File: config.mk
export PLATFORM = sky130hd
export DESIGN_NAME = modem_status_scanner
export DESIGN_NICKNAME = d
export VERILOG_FILES = /design/src/op_timer.v /design/src/modem_status_scanner.v
export VERILOG_INCLUDE_DIRS = /design/src /design/src/src
export SDC_FILE = /design/constraint.sdc
export NUM_CORES = 1
export LEC_CHECK = 0
export BUFFER_PORTS_ARGS = -buffer_cell sky130_fd_sc_hd__buf_2
export CORE_ASPECT_RATIO = 0.7
export CORE_MARGIN = 2
export CORE_UTILIZATION = 55
export DETAILED_ROUTE_END_ITERATION = 10
export MAX_ROUTING_LAYER = met4
export PLACE_DENSITY = 0.81
export SLEW_MARGIN = 20
export SYNTH_ARGS = -nofsm -noshare
export SYNTH_HDL_FRONTEND = slang
export SYNTH_SLANG_ARGS = --single-unit
File: constraint.sdc
create_clock -name clk_sys -period 3.5 [get_ports clk_sys]
set_input_delay 0.35 -clock clk_sys [delete_from_list [all_inputs] [get_ports clk_sys]]
set_output_delay 0.35 -clock clk_sys [all_outputs]
set_load 0.05 [all_outputs]
File: src/modem_scan_map.vh
// Purpose: Register map, field positions, reset values and timing for the modem status scanner
// Assumes: 32-bit Avalon-MM slave, byte addresses, 200 MHz clock
// Notes: Operation summary follows
// Operation
// - Done bit 7 sets when scan finds a status change on an enabled line.
// - On done, scanning halts, change bits 12-15 and line number 0-3 held.
// - While done, line signal register bits 4-7 show selected modem's present status if its line is enabled, else zero.
// - Done clears on reset and on a one written to scan reset bit 11.
// - Writing one to step bit 8 advances the line number by one unless a scan, a step or a scan reset is running.
// - After a step, a change on the new line sets done if that line is enabled; done never blocks stepping.
// - Step takes written ones only and completes in 1.2 us.
// - Writing one to bit 10 clears enable, ready, send and resync of all lines.
// - Scan reset clears control/status bits 0-3, 5, 6, 7, 9 and 12-15.
// - Scan reset also erases the stored status copy, finishing in 18.8 us.
// - Changes are found by comparing fresh line status with the stored copy.
// - After a scan reset every enabled line with any status on reports a change.
// - Bit 12 sets on either edge of data set ready or reverse channel receive.
// - Bit 13 sets on either edge of the selected modem's clear to send.
// - Bit 14 sets on either edge of the selected modem's carrier.
// - Bit 15 sets only when ring turns on, never when it turns off.
// - Change bits 12-15 are read only, cleared by reset or scan reset.
// - Scan enable bit 5 scans enabled lines while done is clear; clearing stops it.
// - With bit 6 set, done requests a host interrupt.
// - Line number field is a loadable counter, written by software, advanced by hardware.
// - Busy bit 4 reads one while scanning or a scan reset is running.
`ifndef MODEM_SCAN_MAP_VH
`define MODEM_SCAN_MAP_VH

`define MSS_CSR_OFS 4'h0
`define MSS_LSR_OFS 4'h4

`define MSS_LINE_LSB 0
`define MSS_BUSY_BIT 4
`define MSS_SCAN_EN_BIT 5
`define MSS_IRQ_ALLOW_BIT 6
`define MSS_DONE_BIT 7
`define MSS_STEP_BIT 8
`define MSS_MAINT_BIT 9
`define MSS_CLR_MUX_BIT 10
`define MSS_CLR_SCAN_BIT 11
`define MSS_CHG_LSB 12

`define MSS_LSR_EN_BIT 0
`define MSS_LSR_RDY_BIT 1
`define MSS_LSR_RS_BIT 2
`define MSS_LSR_NS_BIT 3
`define MSS_LSR_STAT_LSB 4

`define MSS_CSR_RESET 16'h0000
`define MSS_LINES 16

`define MSS_CLK_PERIOD_PS 5000
`define MSS_STEP_TIME_NS 1200
`define MSS_CLR_SCAN_TIME_NS 18800

`endif

File: src/op_timer.v
// Purpose: Down counter that times one step or scan reset operation
// Assumes: load has priority over counting
// Notes: done is a one-cycle pulse when the count expires
`timescale 1ns/1ps
module op_timer #(
  parameter WIDTH = 12
) (
  clk_sys,
  reset_n,
  load,
  count,
  running,
  done
);
  input wire clk_sys;
  input wire reset_n;
  input wire load;
  input wire [WIDTH-1:0] count;
  output wire running;
  output wire done;

  reg [WIDTH-1:0] cnt_q;

  assign running = (cnt_q != {WIDTH{1'b0}});
  assign done = (cnt_q == {{(WIDTH-1){1'b0}}, 1'b1});

  always @(posedge clk_sys or negedge reset_n) begin
    if (!reset_n) begin
      cnt_q <= {WIDTH{1'b0}};
    end else if (load) begin
      cnt_q <= count;
    end else if (running) begin
      cnt_q <= cnt_q - {{(WIDTH-1){1'b0}}, 1'b1};
    end
  end
endmodule // op_timer

File: src/modem_status_scanner.v
// Purpose: Modem status scan logic with control/status and line signal registers
// Assumes: Avalon-MM slave with one wait cycle per access, modem inputs synchronous
// Notes: Status nibble per line is {ring, carrier, clear to send, data set ready or reverse channel receive on async modems}
`timescale 1ns/1ps
`include "modem_scan_map.vh"
module modem_status_scanner #(
  parameter LINES = `MSS_LINES,
  parameter STEP_TIME_NS = `MSS_STEP_TIME_NS,
  parameter CLR_TIME_NS = `MSS_CLR_SCAN_TIME_NS
) (
  clk_sys,
  reset_n,
  avs_address,
  avs_read,
  avs_write,
  avs_writedata,
  avs_byteenable,
  avs_readdata,
  avs_waitrequest,
  dsr_ind,
  reverse_channel_rx_ind,
  async_modem,
  cts_ind,
  carrier_ind,
  ring_ind,
  line_enable,
  term_ready,
  send_request,
  resync_request,
  irq_request
);
  input wire clk_sys;
  input wire reset_n;
  input wire [3:0] avs_address;
  input wire avs_read;
  input wire avs_write;
  input wire [31:0] avs_writedata;
  input wire [3:0] avs_byteenable;
  output reg [31:0] avs_readdata;
  output wire avs_waitrequest;
  input wire [15:0] dsr_ind;
  input wire [15:0] reverse_channel_rx_ind;
  input wire [15:0] async_modem;
  input wire [15:0] cts_ind;
  input wire [15:0] carrier_ind;
  input wire [15:0] ring_ind;
  output wire [15:0] line_enable;
  output wire [15:0] term_ready;
  output wire [15:0] send_request;
  output wire [15:0] resync_request;
  output wire irq_request;

  localparam STEP_CYC = (STEP_TIME_NS * 1000) / `MSS_CLK_PERIOD_PS;
  localparam CLR_CYC = (CLR_TIME_NS * 1000) / `MSS_CLK_PERIOD_PS;
  localparam [11:0] STEP_CNT = STEP_CYC[11:0];
  localparam [11:0] CLR_CNT = CLR_CYC[11:0];
  localparam [15:0] CSR_RST = `MSS_CSR_RESET;

  localparam [1:0] ST_IDLE = 2'b00;
  localparam [1:0] ST_SCAN = 2'b01;
  localparam [1:0] ST_STEP = 2'b10;
  localparam [1:0] ST_CLEAR = 2'b11;

  reg [1:0] state_q;
  reg [3:0] line_q;
  reg scan_en_q;
  reg irq_allow_q;
  reg done_q;
  reg maint_q;
  reg [3:0] chg_q;
  reg ack_q;
  reg [15:0] en_q;
  reg [15:0] rdy_q;
  reg [15:0] rs_q;
  reg [15:0] ns_q;
  reg [3:0] scan_mem [0:15];

  wire [3:0] fresh [0:15];
  wire [3:0] sel_fresh;
  wire [3:0] sel_old;
  wire [3:0] sel_chg;
  wire sel_hit;
  wire acc;
  wire wr_csr;
  wire wr_lsr;
  wire wr_b0;
  wire wr_b1;
  wire step_cmd;
  wire clr_scan_cmd;
  wire clr_mux_cmd;
  wire busy;
  wire tmr_load;
  wire [11:0] tmr_count;
  wire tmr_done;
  wire [3:0] line_inc;
  wire [15:0] csr_rd;
  wire [7:0] lsr_rd;
  integer i;

  genvar g;
  generate
    for (g = 0; g < LINES; g = g + 1) begin : g_fresh
      assign fresh[g] = {ring_ind[g], carrier_ind[g], cts_ind[g],
                         async_modem[g] ? reverse_channel_rx_ind[g] : dsr_ind[g]};
    end
  endgenerate

  // Compare of the selected line against its stored copy
  assign sel_fresh = fresh[line_q];
  assign sel_old = scan_mem[line_q];
  assign sel_chg[0] = sel_fresh[0] ^ sel_old[0];
  assign sel_chg[1] = sel_fresh[1] ^ sel_old[1];
  assign sel_chg[2] = sel_fresh[2] ^ sel_old[2];
  assign sel_chg[3] = sel_fresh[3] & ~sel_old[3];
  assign sel_hit = en_q[line_q] & (sel_chg != 4'h0);
  assign line_inc = line_q + 4'h1;

  // Bus decode; one wait cycle, write takes effect when waitrequest is low
  assign acc = (avs_read | avs_write) & ack_q;
  assign avs_waitrequest = (avs_read | avs_write) & ~ack_q;
  assign wr_csr = acc & avs_write & (avs_address == `MSS_CSR_OFS);
  assign wr_lsr = acc & avs_write & (avs_address == `MSS_LSR_OFS) & avs_byteenable[0];
  assign wr_b0 = wr_csr & avs_byteenable[0];
  assign wr_b1 = wr_csr & avs_byteenable[1];
  assign step_cmd = wr_b1 & avs_writedata[`MSS_STEP_BIT];
  assign clr_mux_cmd = wr_b1 & avs_writedata[`MSS_CLR_MUX_BIT];
  assign clr_scan_cmd = wr_b1 & avs_writedata[`MSS_CLR_SCAN_BIT];

  assign busy = (state_q == ST_SCAN) | (state_q == ST_CLEAR);
  assign irq_request = done_q & irq_allow_q;

  assign tmr_load = clr_scan_cmd | (step_cmd & ~clr_scan_cmd & (state_q != ST_CLEAR));
  assign tmr_count = clr_scan_cmd ? CLR_CNT : STEP_CNT;

  op_timer #(
    .WIDTH(12)
  ) u_timer (
    .clk_sys(clk_sys),
    .reset_n(reset_n),
    .load(tmr_load),
    .count(tmr_count),
    .running(),
    .done(tmr_done)
  );

  assign csr_rd = {chg_q, 1'b0, 1'b0, 1'b0, maint_q, done_q, irq_allow_q, scan_en_q,
                   busy, line_q};
  assign lsr_rd = {(en_q[line_q] ? sel_fresh : 4'h0), ns_q[line_q], rs_q[line_q],
                   rdy_q[line_q], en_q[line_q]};

  assign line_enable = en_q;
  assign term_ready = rdy_q;
  assign send_request = rs_q;
  assign resync_request = ns_q;

  // Bus handshake and read data
  always @(posedge clk_sys or negedge reset_n) begin
    if (!reset_n) begin
      ack_q <= 1'b0;
      avs_readdata <= 32'h00000000;
    end else begin
      ack_q <= (avs_read | avs_write) & ~ack_q;
      if ((avs_read | avs_write) & ~ack_q) begin
        if (avs_address == `MSS_CSR_OFS) begin
          avs_readdata <= {16'h0000, csr_rd};
        end else if (avs_address == `MSS_LSR_OFS) begin
          avs_readdata <= {24'h000000, lsr_rd};
        end else begin
          avs_readdata <= 32'h00000000;
        end
      end
    end
  end

  // Per-line modem controls
  always @(posedge clk_sys or negedge reset_n) begin
    if (!reset_n) begin
      en_q <= 16'h0000;
      rdy_q <= 16'h0000;
      rs_q <= 16'h0000;
      ns_q <= 16'h0000;
    end else if (clr_mux_cmd) begin
      en_q <= 16'h0000;
      rdy_q <= 16'h0000;
      rs_q <= 16'h0000;
      ns_q <= 16'h0000;
    end else if (wr_lsr) begin
      en_q[line_q] <= avs_writedata[`MSS_LSR_EN_BIT];
      rdy_q[line_q] <= avs_writedata[`MSS_LSR_RDY_BIT];
      rs_q[line_q] <= avs_writedata[`MSS_LSR_RS_BIT];
      ns_q[line_q] <= avs_writedata[`MSS_LSR_NS_BIT];
    end
  end

  // Scan state machine, control/status fields and scan memory
  always @(posedge clk_sys or negedge reset_n) begin
    if (!reset_n) begin
      state_q <= ST_IDLE;
      line_q <= CSR_RST[`MSS_LINE_LSB+3:`MSS_LINE_LSB];
      scan_en_q <= 1'b0;
      irq_allow_q <= 1'b0;
      done_q <= 1'b0;
      maint_q <= 1'b0;
      chg_q <= 4'h0;
      for (i = 0; i < 16; i = i + 1) begin
        scan_mem[i] <= 4'h0;
      end
    end else if (clr_scan_cmd) begin
      state_q <= ST_CLEAR;
      line_q <= 4'h0;
      scan_en_q <= 1'b0;
      irq_allow_q <= 1'b0;
      done_q <= 1'b0;
      maint_q <= 1'b0;
      chg_q <= 4'h0;
    end else begin
      if (wr_b0) begin
        line_q <= avs_writedata[3:0];
        scan_en_q <= avs_writedata[`MSS_SCAN_EN_BIT];
        irq_allow_q <= avs_writedata[`MSS_IRQ_ALLOW_BIT];
        done_q <= avs_writedata[`MSS_DONE_BIT];
      end
      if (wr_b1) begin
        maint_q <= avs_writedata[`MSS_MAINT_BIT];
      end
      case (state_q)
        ST_IDLE: begin
          if (step_cmd) begin
            line_q <= line_inc;
            state_q <= ST_STEP;
          end else if (scan_en_q & ~done_q & ~wr_b0) begin
            state_q <= ST_SCAN;
          end
        end
        ST_SCAN: begin
          if (~scan_en_q | done_q | (wr_b0 & ~avs_writedata[`MSS_SCAN_EN_BIT])) begin
            state_q <= ST_IDLE;
          end else if (sel_hit) begin
            scan_mem[line_q] <= sel_fresh;
            chg_q <= sel_chg;
            done_q <= 1'b1;
            state_q <= ST_IDLE;
          end else if (!wr_b0) begin
            if (en_q[line_q]) begin
              scan_mem[line_q] <= sel_fresh;
            end
            line_q <= line_inc;
          end
        end
        ST_STEP: begin
          if (tmr_done) begin
            state_q <= ST_IDLE;
            if (en_q[line_q]) begin
              scan_mem[line_q] <= sel_fresh;
            end
            if (sel_hit) begin
              chg_q <= sel_chg;
              done_q <= 1'b1;
            end
          end
        end
        ST_CLEAR: begin
          for (i = 0; i < 16; i = i + 1) begin
            scan_mem[i] <= 4'h0;
          end
          if (tmr_done) begin
            state_q <= ST_IDLE;
          end
        end
        default: begin
          state_q <= ST_IDLE;
        end
      endcase
    end
  end
endmodule // modem_status_scanner

==> impl_metrics.json <==
{
  "seq_area_frac_synth_pct": 41.7,
  "crit_path_start_kind": "flip-flop",
  "multiInputGateArea_um2": 5240,
  "cts_tree": "built",
  "path_clk_slew_ps": 70,
  "routedWlPerCell_um": 21.9,
  "status": "finished clean",
  "finalCriticalPeriod_ps": 3330,
  "r2r_start": "line_q[0]",
  "grt.total_usage_pct": 33.6,
  "async_reset_ff_share_pct": 100,
  "synth_top_flop_cell": "dfrtp_1",
  "syn_area_per_cell_um2": 9.63,
  "vias_per_cell": 6.67,
  "fillCellCount": 1397,
  "synth.distinct_cells": 57,
  "ios": 238,
  "final_cell_mix": "buf_2, dfrtp_1, nand2_1, a21oi_1, nand3_1",
  "holdCritPathClass": "in -> reg",
  "worstHoldStart": "avs_writedata[6]",
  "crit_chain": "buf_12 -> buf_4 -> mux4_2 -> mux4_2 -> nand3_1 -> a41o_2 -> buf_12 -> o31ai_1 -> a21oi_1",
  "grt-ovfl-total": 0,
  "insertion_delay_ps": 440,
  "rsz0062_at_grt": "false",
  "antenna_left": 0,
  "grt_pass1_wl_mm": 49.6,
  "p_leak_nw": 5.43,
  "fin_cells": 1453,
  "synth-seq-cells": 168,
  "p_total_mw": 7.79,
  "arrival_ps": 3670,
  "synth_cells": 1046,
  "worstMarginPinSlew_ps": 915,
  "max_slew_margin_pct": 38.1,
  "powerDensity_nw_per_um2": 656,
  "initial_utilization_pct": 56.1,
  "ys_warn_count": 0,
  "route.vias.total": 9685,
  "htreeDepth": 4,
  "netlist_area_um2": 10100,
  "top_layer": "met4",
  "maxCapViolCount": 0,
  "reg2reg_to": "scan_mem[27]",
  "path_max_fanout": 64,
  "whs_ps": 158,
  "peakVddDrop_mv": 0.469,
  "layout.nets": 1353,
  "drt-met1-wl_mm": 12.6,
  "dp_hpwl_mm": 21.7,
  "crit_required_ps": 3840,
  "cts_root_buffer": "clkbuf_16",
  "die-area_um2": 19400,
  "numCtsBuffers": 17,
  "route.detailed.drc": 0,
  "timing.fmax_mhz": 301,
  "dr.pass1.iters": 7,
  "gp_congestion": 0.930,
  "regArea_um2": 4210,
  "setup_viol": 0,
  "maxSlewViolCount": 0,
  "grt_max_degree": 74,
  "antenna_found_initial": 1,
  "placed_cells": 1419,
  "hold_end": "irq_allow_q",
  "wl_met2_mm": 14.2,
  "rows": 41,
  "endpoint_kind": "flip-flop",
  "whs_path_depth": 3,
  "r2r_cells": 9,
  "die_height_um": 117,
  "skew_ps": 13.0,
  "area_growth_pct": 17.9,
  "worstSetupPathType": "reg -> reg",
  "routed_wl_mm": 31.8,
  "drt-initial-drc-count": 1383,
  "mostFrequentLayoutCell": "buf_2",
  "first_global_vias": 9175,
  "cts.path.max_buffers": 2,
  "rrSetupSlack_ps": 170,
  "slowest_stage": "mux4_2",
  "io_buffers": 195,
  "max_stage_delay_ps": 600,
  "hold_viol_final": 0,
  "cts_sinks": 168,
  "tns_ps": 0,
  "synth_edf_count": 0,
  "fin_crit_sh_pct": 95.0,
  "route.met3.wl_mm": 4.45,
  "layout-drive-gt1-share_pct": 28.3,
  "die_w_um": 166,
  "core-area_um2": 18000
}
[layout make-up]
| class | instances | area share [%] |
|---|---|---|
| Clock buffer | 17 | 3.58 |
| Antenna cell | 1 | 0.0211 |
| Clock inverter | 15 | 1.49 |
| Inverter | 17 | 0.537 |
| Timing Repair Buffer | 247 | 12.3 |
| Multi-Input combinational cell | 752 | 44.1 |
| Sequential cell | 168 | 35.5 |
| Tap cell | 236 | 2.49 |
[worst max-delay path by stage]
| stage | start | end | cells after the start |
|---|---|---|---|
| floorplan | line_q[0] | scan_mem[2] | 12 |
| global placement | line_q[0] | scan_mem[0] | 8 |
| detailed placement | line_q[0] | scan_mem[12] | 8 |
| CTS | line_q[0] | scan_mem[40] | 10 |
| global route | line_q[0] | scan_mem[24] | 10 |
| finish | line_q[0] | scan_mem[27] | 9 |
[sequential cells by signal (all words and copies together), names as in the netlist]
| name | count |
|---|---|
| scan_mem | 64 |
| irq_allow_q | 1 |
| scan_en_q | 1 |
| resync_request | 16 |
| send_request | 16 |
| chg_q | 4 |
| ack_q | 1 |
| maint_q | 1 |
| u_timer.cnt_q | 12 |
| done_q | 1 |
| line_q | 4 |
| avs_readdata | 13 |
| state_q | 2 |
| line_enable | 16 |
| term_ready | 16 |
[worst max-delay path, delay by kind of cell, from the launching register on]
kind                   cells  cell delay (ps)
AND/OR/NAND/NOR            1              190
AO/OA/AOI/OAI              3              500
buffers and inverters      3              790
flip-flops                 1              560
multiplexers               2             1160
[cell usage after synthesis (2+ instances only)]
cell	instances	area, um^2
nor2_1	47	176
o21ai_0	26	130
dfrtp_1	168	4200
nand2b_1	4	25.0
nor4_1	21	131
xor2_1	3	26.3
nor3_1	29	145
and3_1	6	37.5
mux2i_1	43	430
a22oi_1	15	113
inv_1	15	56.3
mux4_2	49	1100
xnor2_1	5	43.8
clkbuf_1	68	255
nand3_1	68	340
o31ai_1	49	368
ha_1	10	125
or2_2	2	12.5
buf_8	2	30.0
nand2_1	112	420
buf_4	23	173
and2_1	10	62.6
nand4_1	54	338
or3_1	2	12.5
a31oi_1	21	131
buf_2	18	90.1
a21oi_1	110	551
nand3b_1	3	22.5
o21a_1	4	30.0
nor2b_1	9	56.3
o211ai_1	3	22.5
buf_1	11	41.3
buf_6	5	56.3
a211oi_1	7	52.6
nand2_2	2	12.5
[power by group]
group / total, mW / leakage [nW] / switching (mW) / internal [mW]
combinational: 3.47 / 2.85 / 2.33 / 1.14
sequential: 2.38 / 2.29 / 0.261 / 2.12
clock: 1.94 / 0.294 / 0.908 / 1.03
total: 7.79 / 5.43 / 3.50 / 4.29
[cell families (layout without fill, tap and decap cells)]
kind of cell             Yosys count  in the layout  synth area share [%]
other                              1             20                0.0372
buffers and inverters            144            296                  7.04
flip-flops                       168            168                  41.7
XOR/XNOR                          10             10                  1.13
adder cells (fa/ha/maj)           10             10                  1.24
AND/OR/NAND/NOR                  376            376                  18.5
multiplexers                      93             93                  15.5
AO/OA/AOI/OAI                    244            244                  14.8
[repair_timing]
action / in CTS / in global routing
resized for setup: 0 / 1
endpoints found under the hold margin: 70 / 0
setup endpoints to repair: 0 / 11
hold buffers: 1 / 0
buffers inserted: 0 / 0
[metrics by stage]
stage	util, %	setup WS, ps	area [um^2]
floorplan	-	599	10100
global placement	62.7	257	11300
detailed placement	62.7	231	11300
CTS	66.1	193	11900
global route	66.1	36.1	11900
finish	66.1	174	11900
[metal layers]
metal | GRT usage [%] | vias up
met5 | - | -
met4 | 10.5 | 0
met3 | 9.11 | 75
met2 | 50.0 | 801
met1 | 45.4 | 4646
li1 | - | 4163
Power figures use the tool's default switching activity.
